[src/ocf_pkg.sv]
// Shared constants and types for the overcurrent fault counter
package ocf_pkg;

  localparam int          clk_rate_hz       = 25000000;
  localparam logic [2:0]  count_reset_value = 3'h0;
  localparam logic [2:0]  count_full        = 3'h7;
  localparam logic [2:0]  count_empty       = 3'h0;

  // Largest duty cycle in percent; switching period counted in sys_clk
  localparam int          max_duty_pct      = 97;
  localparam logic [11:0] period_reset_value = 12'h000;

  // Shortest safe high-side pulse
  localparam int          min_pulse_ns      = 150;
  localparam int          min_pulse_cycles  =
    (min_pulse_ns * (clk_rate_hz / 1000000) + 999) / 1000;

  // Per-cycle indications from the power stage
  typedef struct packed {
    logic pwm_demand;
    logic oc_trip;
  } ocf_stage_type;

  // Soft-start detector indications
  typedef struct packed {
    logic ss_done;
    logic ss_empty;
    logic ss_upper;
  } ocf_ss_type;

endpackage

[src/ocf_sync.sv]
// Three-stage input synchroniser with agreement filter
`timescale 1ns/1ns
module ocf_sync
  import ocf_pkg::*;
#(
  parameter int width = 1
) (
  input  wire logic             sys_clk,
  input  wire logic             rst,
  input  wire logic [width-1:0] async_in,
  output logic      [width-1:0] sync_out
);

  logic [width-1:0] stage1;
  logic [width-1:0] stage2;
  logic [width-1:0] stage3;

  always_ff @(posedge sys_clk or posedge rst) begin
    if (rst) begin
      stage1 <= '0;
      stage2 <= '0;
      stage3 <= '0;
    end else begin
      stage1 <= async_in;
      stage2 <= stage1;
      stage3 <= stage2;
    end
  end

  // Change accepted once stages two and three agree
  always_ff @(posedge sys_clk or posedge rst) begin
    if (rst) begin
      sync_out <= '0;
    end else begin
      for (int i = 0; i < width; i++) begin
        if (stage2[i] == stage3[i]) begin
          sync_out[i] <= stage3[i];
        end
      end
    end
  end

endmodule

[src/ocf_fault_counter.sv]
// Overcurrent pulse termination, saturating counter and hiccup control
`timescale 1ns/1ns
// Behaviour
// - Trip during on time ends pulse, counts up
// - No trip in cycle counts down
// - Counter saturates at seven and zero
// - Full count: fault, gates off, discharge
// - Each fault discharge start lowers count
// - Fully discharged cap stops discharging
// - Upper threshold in fault re-discharges, decrements
// - Repeat cycling to zero, gates off
// - Zero count clears fault, soft-start restart
// - Soft-start limits pulses, counts nothing
// - Recovery recharge uses normal source
// - Duty cycle capped at ninety-seven percent
// - Pulses under 150 ns flagged unsafe
module ocf_fault_counter
  import ocf_pkg::*;
(
  input  wire logic        sys_clk,
  input  wire logic        rst,
  input  wire logic        cycle_start,
  input  wire logic [11:0] period_cycles,
  input  ocf_stage_type    stage,
  input  ocf_ss_type       ss_raw,
  input  wire logic        soft_start_shutdown_pin,
  output logic             high_side_gate_drive,
  output logic             low_side_gate_drive,
  output logic             ss_discharge,
  output logic             ss_charge_enable,
  output logic             fault_active,
  output logic             short_pulse_flag,
  output logic [2:0]       oc_count
);

  typedef enum logic [1:0] {
    st_run,
    st_fault_discharge,
    st_fault_charge
  } ocf_state_type;

  ocf_state_type state;
  ocf_state_type next_state;
  ocf_ss_type    ss;
  logic          shutdown_n;
  logic          on_phase;
  logic          on_phase_d;
  logic          trip_latched;
  logic [11:0]   on_count;
  logic [11:0]   on_limit;
  logic          on_end;
  logic          cycle_trip;
  logic          in_fault;
  logic          dec_event;

  function automatic logic [2:0] sat_step(input logic [2:0] value,
                                          input logic       up);
    if (up) begin
      sat_step = (value == count_full) ? count_full : value + 3'h1;
    end else begin
      sat_step = (value == count_empty) ? count_empty : value - 3'h1;
    end
  endfunction

  ////////////////////////////////////////////////////////////////////////////
  // Input synchronisers

  ocf_sync #(
    .width (4)
  ) u_sync (
    .sys_clk  (sys_clk),
    .rst      (rst),
    .async_in ({ss_raw, soft_start_shutdown_pin}),
    .sync_out ({ss, shutdown_n})
  );

  ////////////////////////////////////////////////////////////////////////////
  // Pulse shaping

  assign on_limit = 12'((32'(period_cycles) * max_duty_pct) / 100);
  assign in_fault = (state != st_run);

  always_ff @(posedge sys_clk or posedge rst) begin
    if (rst) begin
      on_phase <= 1'b0;
      on_count <= period_reset_value;
    end else if (cycle_start) begin
      on_phase <= stage.pwm_demand && shutdown_n && !in_fault;
      on_count <= period_reset_value;
    end else if (on_phase) begin
      on_count <= on_count + 12'h001;
      // trip ends the pulse at once
      if (stage.oc_trip || !stage.pwm_demand || !shutdown_n || in_fault ||
          on_count + 12'h001 >= on_limit) begin
        on_phase <= 1'b0;
      end
    end
  end

  // high side off outside the on phase, low side on outside the on phase unless fault or shutdown
  // Fault or shutdown blanks a pulse already in flight
  assign high_side_gate_drive = on_phase && !stage.oc_trip && shutdown_n &&
                                !in_fault;
  assign low_side_gate_drive  = !on_phase && shutdown_n && !in_fault;

  always_ff @(posedge sys_clk or posedge rst) begin
    if (rst) begin
      on_phase_d   <= 1'b0;
      trip_latched <= 1'b0;
    end else begin
      on_phase_d <= on_phase;
      // Trip wins over a same-cycle clear
      if (on_phase && stage.oc_trip) begin
        trip_latched <= 1'b1;
      end else if (cycle_start) begin
        trip_latched <= 1'b0;
      end
    end
  end

  assign on_end     = on_phase_d && !on_phase;
  assign cycle_trip = trip_latched || stage.oc_trip;

  always_ff @(posedge sys_clk or posedge rst) begin
    if (rst) begin
      short_pulse_flag <= 1'b0;
    end else if (on_end) begin
      short_pulse_flag <= (on_count < 12'(min_pulse_cycles));
    end
  end

  ////////////////////////////////////////////////////////////////////////////
  // Hiccup state machine

  always_comb begin
    next_state = state;
    dec_event  = 1'b0;
    unique case (state)
      st_run: begin
        if (oc_count == count_full) begin
          next_state = st_fault_discharge;
          dec_event  = 1'b1;
        end
      end
      st_fault_discharge: begin
        if (ss.ss_empty) begin
          next_state = (oc_count == count_empty) ? st_run : st_fault_charge;
        end
      end
      st_fault_charge: begin
        if (ss.ss_upper) begin
          next_state = st_fault_discharge;
          dec_event  = 1'b1;
        end
      end
    endcase
  end

  always_ff @(posedge sys_clk or posedge rst) begin
    if (rst) begin
      state <= st_run;
    end else if (!shutdown_n) begin
      state <= st_run;
    end else begin
      state <= next_state;
    end
  end

  always_ff @(posedge sys_clk or posedge rst) begin
    if (rst) begin
      oc_count <= count_reset_value;
    end else if (!shutdown_n) begin
      oc_count <= count_reset_value;
    end else if (dec_event) begin
      oc_count <= sat_step(oc_count, 1'b0);
    end else if (state == st_run && on_end && ss.ss_done) begin
      oc_count <= sat_step(oc_count, cycle_trip);
    end
  end

  assign ss_discharge     = (state == st_fault_discharge) || !shutdown_n;
  assign ss_charge_enable = !ss_discharge;
  assign fault_active     = in_fault;

endmodule

[config.mk]
export PLATFORM = sky130hd
export DESIGN_NAME = ocf_fault_counter
export DESIGN_NICKNAME = d
export VERILOG_FILES = /design/src/ocf_pkg.sv /design/src/ocf_sync.sv /design/src/ocf_fault_counter.sv
export SDC_FILE = /design/constraint.sdc
export NUM_CORES = 1
export LEC_CHECK = 0
export BUFFER_PORTS_ARGS = -buffer_cell sky130_fd_sc_hd__buf_2
export CAP_MARGIN = 10
export CELL_PAD_IN_SITES_DETAIL_PLACEMENT = 2
export CELL_PAD_IN_SITES_GLOBAL_PLACEMENT = 2
export CORE_MARGIN = 8
export CORE_UTILIZATION = 40
export DETAILED_ROUTE_END_ITERATION = 8
export PLACE_DENSITY_LB_ADDON = 0.08
export SLEW_MARGIN = 20
export SYNTH_ARGS = -nofsm -noshare
export SYNTH_HDL_FRONTEND = slang
export SYNTH_HIERARCHICAL = 1
export SYNTH_SLANG_ARGS = --single-unit
[constraint.sdc]
create_clock -name sys_clk -period 5.4 [get_ports sys_clk]
set_input_delay 0 -clock sys_clk [delete_from_list [all_inputs] [get_ports sys_clk]]
set_output_delay 0 -clock sys_clk [all_outputs]
set_load 0.005 [all_outputs]
==> metrics, run 1 <==
post-synth top area share=10.0%; syn_nets=1382; GP Congestion=0.930; synth warn=6; top cell type by total area after synthesis=ha_1; port bufs=29; syn_area_per_cell=7.41 sq um; I/O Pins=30; Log Error=[ERROR DPL-0033] detailed placement checks failed during check placement.; Seq/Total Area, Yosys=9.75%; # rows=56; library cells used by synthesis=122; HPWL after DPL=46600 um; Post-synth EDFFs=0; Die X=170 um; synthesized area=0.00950 sq mm; synth top area cells=ha_1, dfrtp_1, nor2_1, xnor2_1, nand2_1; die height=170 um; outcome=aborted with a tool error; async set-or-reset flop fraction in the synthesized netlist=100%; Fail Step=detailed placement (3_5_place_dp); Yosys reg bits=37; Initial Util=40.6%; commonest register cell after synthesis=dfrtp_1; Post-Synthesis Cells=1281
[cells in the mapped netlist, drive strengths merged (18+ instances only)]
| master | count |
|---|---|
| nor2 | 126 |
| nand2 | 105 |
| o21ai | 82 |
| ha | 76 |
| a21oi | 69 |
| nor3 | 64 |
| xnor2 | 51 |
| inv | 44 |
| xor2 | 41 |
| nand3 | 38 |
| dfrtp | 37 |
| and3 | 32 |
| clkbuf | 31 |
| a211oi | 27 |
| a31oi | 27 |
| buf | 24 |
| or3 | 24 |
| nor4 | 22 |
| a21o | 21 |
| and2 | 19 |
| or2 | 18 |
[cell families after synthesis]
kind of cell	after synthesis	share of synthesized area, %
and+or+nand+nor	525	29.3
AOI/OAI and AO/OA	419	33.6
buffers and inverters	100	4.69
xor gates and xnor gates	92	8.56
adders and majority gates	84	11.3
DFF	37	9.75
muxes	24	2.81
[metrics by stage]
step                    area, sq um  setup TNS (ns)  worst slack [ns]  instances
after floorplan                9970           -9.54             -9.54       1281
after global placement        14000          -10.14            -10.14       2084
==> run 2: changes to the inputs <==
--- a/config.mk
+++ b/config.mk
@@ -7,12 +7,10 @@
 export LEC_CHECK = 0
 export BUFFER_PORTS_ARGS = -buffer_cell sky130_fd_sc_hd__buf_2
 export CAP_MARGIN = 10
-export CELL_PAD_IN_SITES_DETAIL_PLACEMENT = 2
-export CELL_PAD_IN_SITES_GLOBAL_PLACEMENT = 2
 export CORE_MARGIN = 8
-export CORE_UTILIZATION = 40
+export CORE_UTILIZATION = 25
 export DETAILED_ROUTE_END_ITERATION = 8
-export PLACE_DENSITY_LB_ADDON = 0.08
+export PLACE_DENSITY_LB_ADDON = 0.15
 export SLEW_MARGIN = 20
 export SYNTH_ARGS = -nofsm -noshare
 export SYNTH_HDL_FRONTEND = slang
==> metrics, run 2 <==
outcome=finished, violations left; failing checks=setup timing; total core area=0.0376 sq mm; Worst-path clk slew=0.06 ns; DIE AREA=0.0445 sq mm; Total Wirelength=36700 um; initial antenna violation count=0; Yosys reg bits=37; Crit-path slowest cell=or4_4; cell family contributing the most delay on the critical path=compound AO/OA/AOI/OAI gates; CP max FO=7; Crit. End Element=flop; Peak Freq=0.0666 GHz; drt wl/cell=15.9 um; port bufs=29; reg2reg end=on_phase; vias=11700; Total GRT Usage=16.1%; RR Startpoint=on_count[0]; Worst Hold Depth=2; H-Tree Depth=2; Post-Synthesis Cells=1281; Die X=211 um; synth warn=6; most common cell after layout, fill and taps aside=buf_4; 1st-pass router iterations=4; diodes inserted=0; vias in the first global route=11600; total CTS buffers=5; synth top area cells=ha_1, dfrtp_1, nor2_1, xnor2_1, nand2_1; Longest Clk Path Bufs=2; Post-synth EDFFs=0; routed vias/inst=5.08; async set-or-reset flop fraction in the synthesized netlist=100%; worst setup slack after layout=-9.63 ns; maxcap violations=0; post-synth top area share=10.0%; clock root buffer=clkbuf_16; hold path start=stage[1]; GRT overflow=0; largest net degree at the start of global routing=22; Seq/Total Area, Yosys=9.75%; RSZ-0062 raised after global routing=yes; HPWL after DPL=30600 um; I/O Pins=30; area grow syn2layout=60.4%; Max Slew Vio Count=0; Final Hold Viols=0; nets@finish=1901; r2r setup slk=2.63 ns; final setup fails=1; synthesized area=0.00950 sq mm; Tcrit/Tclk final=278%; first-pass GRT wire length=60000 um; Worst Path Buf+Inv=10; syn_area_per_cell=7.41 sq um; CTS tree=yes; Slew HR=42.7%; top cell type by total area after synthesis=ha_1; critical path depth in cells=74; # rows=71; Post-DRT Antenna Nets=0; Reg2Reg Depth=17; commonest register cell after synthesis=dfrtp_1; Hold EP=on_phase; detailed-route DRC error count=0; Synth top cells by count=nor2_1, nand2_1, ha_1; max reg flops=12; layout cell share with drive strength beyond 1=43.8%; Post-Place Worst Slack=-10.54 ns; most frequent cells in the layout=buf_4, nor2_1, nand2_1; library cells used by synthesis=122; crit path kind=input port to flop; latest clock arrival within the worst-skew pair=0.28 ns; Hold WC Path Type=input port to flop; cell with the most instances after synthesis=nor2_1; syn_nets=1382; fill count=3893; most flop-heavy register=on_count; die height=211 um; Max Clock Skew=0.00433 ns; GP Congestion=0.836; slowest stage delay, CP=0.55 ns; Iteration-0 DRC Markers=615; Worst EP arrival=15.22 ns; crit path time final=15.03 ns; clk sinks=37; Worst Max-Slew Pin Slew=0.858 ns; startpoint types=input port; Required @ worst endpoint=5.60 ns; Initial Util=25.3%
## run 2: cell counts after synthesis
Identical to the previous run, type by type.
## run 2: logic make-up after synthesis
| family | after synthesis | share of synthesized area [%] |
|---|---|---|
| buffers and inverters | 100 | 4.69 |
| AO/OA/AOI/OAI | 419 | 33.6 |
| flip-flops | 37 | 9.75 |
| multiplexers | 24 | 2.81 |
| XOR/XNOR | 92 | 8.56 |
| adder cells (fa/ha/maj) | 84 | 11.3 |
| AND/OR/NAND/NOR | 525 | 29.3 |
## run 2: worst max path at each step
| stage | start | to | slack, ns |
|---|---|---|---|
| finish | period_cycles[4] | on_phase | -9.63 |
| detailed placement | period_cycles[4] | on_phase | -10.54 |
| floorplan | period_cycles[3] | on_phase | -9.54 |
| global placement | period_cycles[4] | on_phase | -10.72 |
| global route | period_cycles[5] | on_phase | -10.32 |
| CTS | period_cycles[4] | on_phase | -9.76 |
## run 2: layout make-up
type	instances	area, sq um	area share (%)
Clock inverter	3	21.3	0.140
Tap cell	511	639	4.20
Clock buffer	5	125	0.821
Inverter	45	189	1.24
Sequential cell	37	926	6.08
Multi-Input combinational cell	1144	9070	59.6
Timing Repair Buffer	567	4260	28.0
## run 2: repair_timing
item	4_1_cts	5_1_grt
pin swaps	31	59
hold buffers	6	0
gates resized for setup	56	70
setup endpoints to repair	1	1
endpoints found under the hold margin	42	0
setup buffers	13	11
## run 2: worst register-to-register path, cell delays in order, from the launching register on
cell and delay (ns):
dfrtp_1 0.42, ha_1 0.33, ha_1 0.30, a21o_1 0.18, a21o_1 0.15, a21oi_1 0.12
nor2b_1 0.06, o21ai_1 0.12, nand2b_1 0.08, a21oi_2 0.12, nor2b_1 0.05, o21ai_1 0.11
nand2b_1 0.08, a21oi_2 0.11, nor2b_1 0.05, o21ai_1 0.13, a21oi_1 0.08, nor3b_1 0.19
## run 2: per-stage QoR
| step | utilization (%) | area, sq um | std cells | setup TNS, ns | hold WS, ns |
|---|---|---|---|---|---|
| floorplan | - | 9970 | 1281 | -9.54 | -0.0863 |
| global placement | 37.9 | 14300 | 2275 | -10.72 | 0.109 |
| detailed placement | 37.9 | 14300 | 2275 | -10.54 | 0.109 |
| CTS | 39.5 | 14800 | 2302 | -9.76 | 0.00969 |
| global route | 40.5 | 15200 | 2312 | -10.32 | 0.00635 |
| finish | 40.5 | 15200 | 2312 | -9.63 | 0.0187 |
## run 2: routing by layer
| layer | global-route usage (%) | up-vias | wire [um] |
|---|---|---|---|
| met5 | 0 | - | 0 |
| met4 | 2.97 | 0 | 569 |
| met3 | 1.47 | 45 | 1210 |
| met2 | 27.0 | 214 | 17000 |
| met1 | 22.2 | 5551 | 18000 |
| li1 | - | 5931 | - |
Power of run 2 is left out: the tool's default activity adds up to more than one toggle a clock period on the data nets, which glitch-free logic cannot reach.
==> run 3: changes to the inputs <==
--- a/config.mk
+++ b/config.mk
@@ -10,6 +10,7 @@
 export CORE_MARGIN = 8
 export CORE_UTILIZATION = 25
 export DETAILED_ROUTE_END_ITERATION = 8
+export MAX_ROUTING_LAYER = met4
 export PLACE_DENSITY_LB_ADDON = 0.15
 export SLEW_MARGIN = 20
 export SYNTH_ARGS = -nofsm -noshare
==> metrics, run 3 (same netlist as run 2, synthesis figures left out) <==
die height=211 um; Hold WC Path Type=input port to flop; detailed-route DRC error count=0; CP max FO=7; GP Congestion=0.849; final setup fails=1; r2r setup slk=2.63 ns; Iteration-0 DRC Markers=606; Longest Clk Path Bufs=2; Post-DRT Antenna Nets=0; Post-Layout Cell Count=2312; Die X=211 um; Worst-path clk slew=0.06 ns; port bufs=29; total CTS buffers=5; maxcap violations=0; CTS tree=yes; crit path time final=15.03 ns; RSZ-0062 raised after global routing=yes; HPWL after DPL=30600 um; Crit-path slowest cell=or4_4; area grow syn2layout=60.4%; placed instance count=2275; Max Clock Skew=0.00449 ns; most flop-heavy register=on_count; most frequent cells in the layout=buf_4, nor2_1, nand2_1; vias in the first global route=11600; Post-Place Worst Slack=-10.54 ns; clk sinks=37; RR Startpoint=on_count[0]; Worst EP arrival=15.22 ns; Final Hold Viols=0; Total Wirelength=36700 um; slowest stage delay, CP=0.55 ns; Critical Path Sink=on_phase; DIE AREA=0.0445 sq mm; Slew HR=42.9%; GRT overflow=0; 1st-pass router iterations=4; startpoint types=input port; worst hold margin=0.0177 ns; Initial Util=25.3%; largest net degree at the start of global routing=22; Required @ worst endpoint=5.60 ns; failing checks=setup timing; Max Slew Vio Count=0; Worst Hold Depth=2; diodes inserted=0; max reg flops=12; Tcrit/Tclk final=278%; latest clock arrival within the worst-skew pair=0.28 ns; # rows=71; drt wl/cell=15.9 um; outcome=finished, violations left; nets@finish=1901; I/O Pins=30; Reg2Reg Depth=17; first-pass GRT wire length=60000 um; clock root buffer=clkbuf_16; CP startpoint=period_cycles[4]; Crit. End Element=flop; layout cell share with drive strength beyond 1=43.8%; routed vias/inst=5.08; Total GRT Usage=16.5%; H-Tree Depth=2; Worst Max-Slew Pin Slew=0.856 ns; reg2reg end=on_phase; worst setup slack after layout=-9.63 ns; vias=11700; Peak Freq=0.0665 GHz; crit path kind=input port to flop; total core area=0.0376 sq mm; most common cell after layout, fill and taps aside=buf_4; initial antenna violation count=0
## run 3: metal layers
metal | GRT usage, % | wire (um) | vias up
met5 | - | 0 | -
met4 | 2.90 | 552 | 0
met3 | 1.29 | 1090 | 42
met2 | 27.1 | 17000 | 199
met1 | 22.3 | 18100 | 5572
li1 | - | - | 5926
## run 3: worst min path at each step
stage	start	to	slack [ns]
after global placement	rst	u_sync/stage1[3]	0.11
after floorplan	rst	u_sync/stage1[0]	-0.09
final	stage[1]	on_phase	0.02
after CTS	stage[1]	on_phase	0.01
after detailed placement	rst	u_sync/stage1[3]	0.11
after global routing	stage[1]	on_phase	0.007
## run 3: timing repair
action	4_1_cts	5_1_grt
buffers inserted	13	11
setup endpoints to repair	1	1
pin swaps	31	59
hold endpoints to repair	42	0
hold buffers	6	0
resized for setup	56	70
## run 3: cell type report
cell class	count	area, sq um
Tap cell	511	639
Fill cell	3893	22300
Clock inverter	3	21.3
Sequential cell	37	926
Timing Repair Buffer	567	4260
Clock buffer	5	125
Multi-Input combinational cell	1144	9070
Inverter	45	189
## run 3: worst max-delay path, delay by kind of cell
family / cells / cell delay (ns)
AO/OA/AOI/OAI: 32 / 6.10
AND/OR/NAND/NOR: 24 / 5.57
adder cells (fa/ha/maj): 6 / 1.67
buffers and inverters: 10 / 1.17
multiplexers: 2 / 0.68
## run 3: metrics by stage
stage          cell area [sq um]  utilization, %  setup TNS, ns
2_1_floorplan               9970               -          -9.54
3_3_place_gp               14300            37.9         -10.72
3_5_place_dp               14300            37.9         -10.54
4_1_cts                    14800            39.5          -9.76
5_1_grt                    15200            40.5         -10.33
6_report                   15200            40.5          -9.63
Power of run 3 is left out for the same reason.
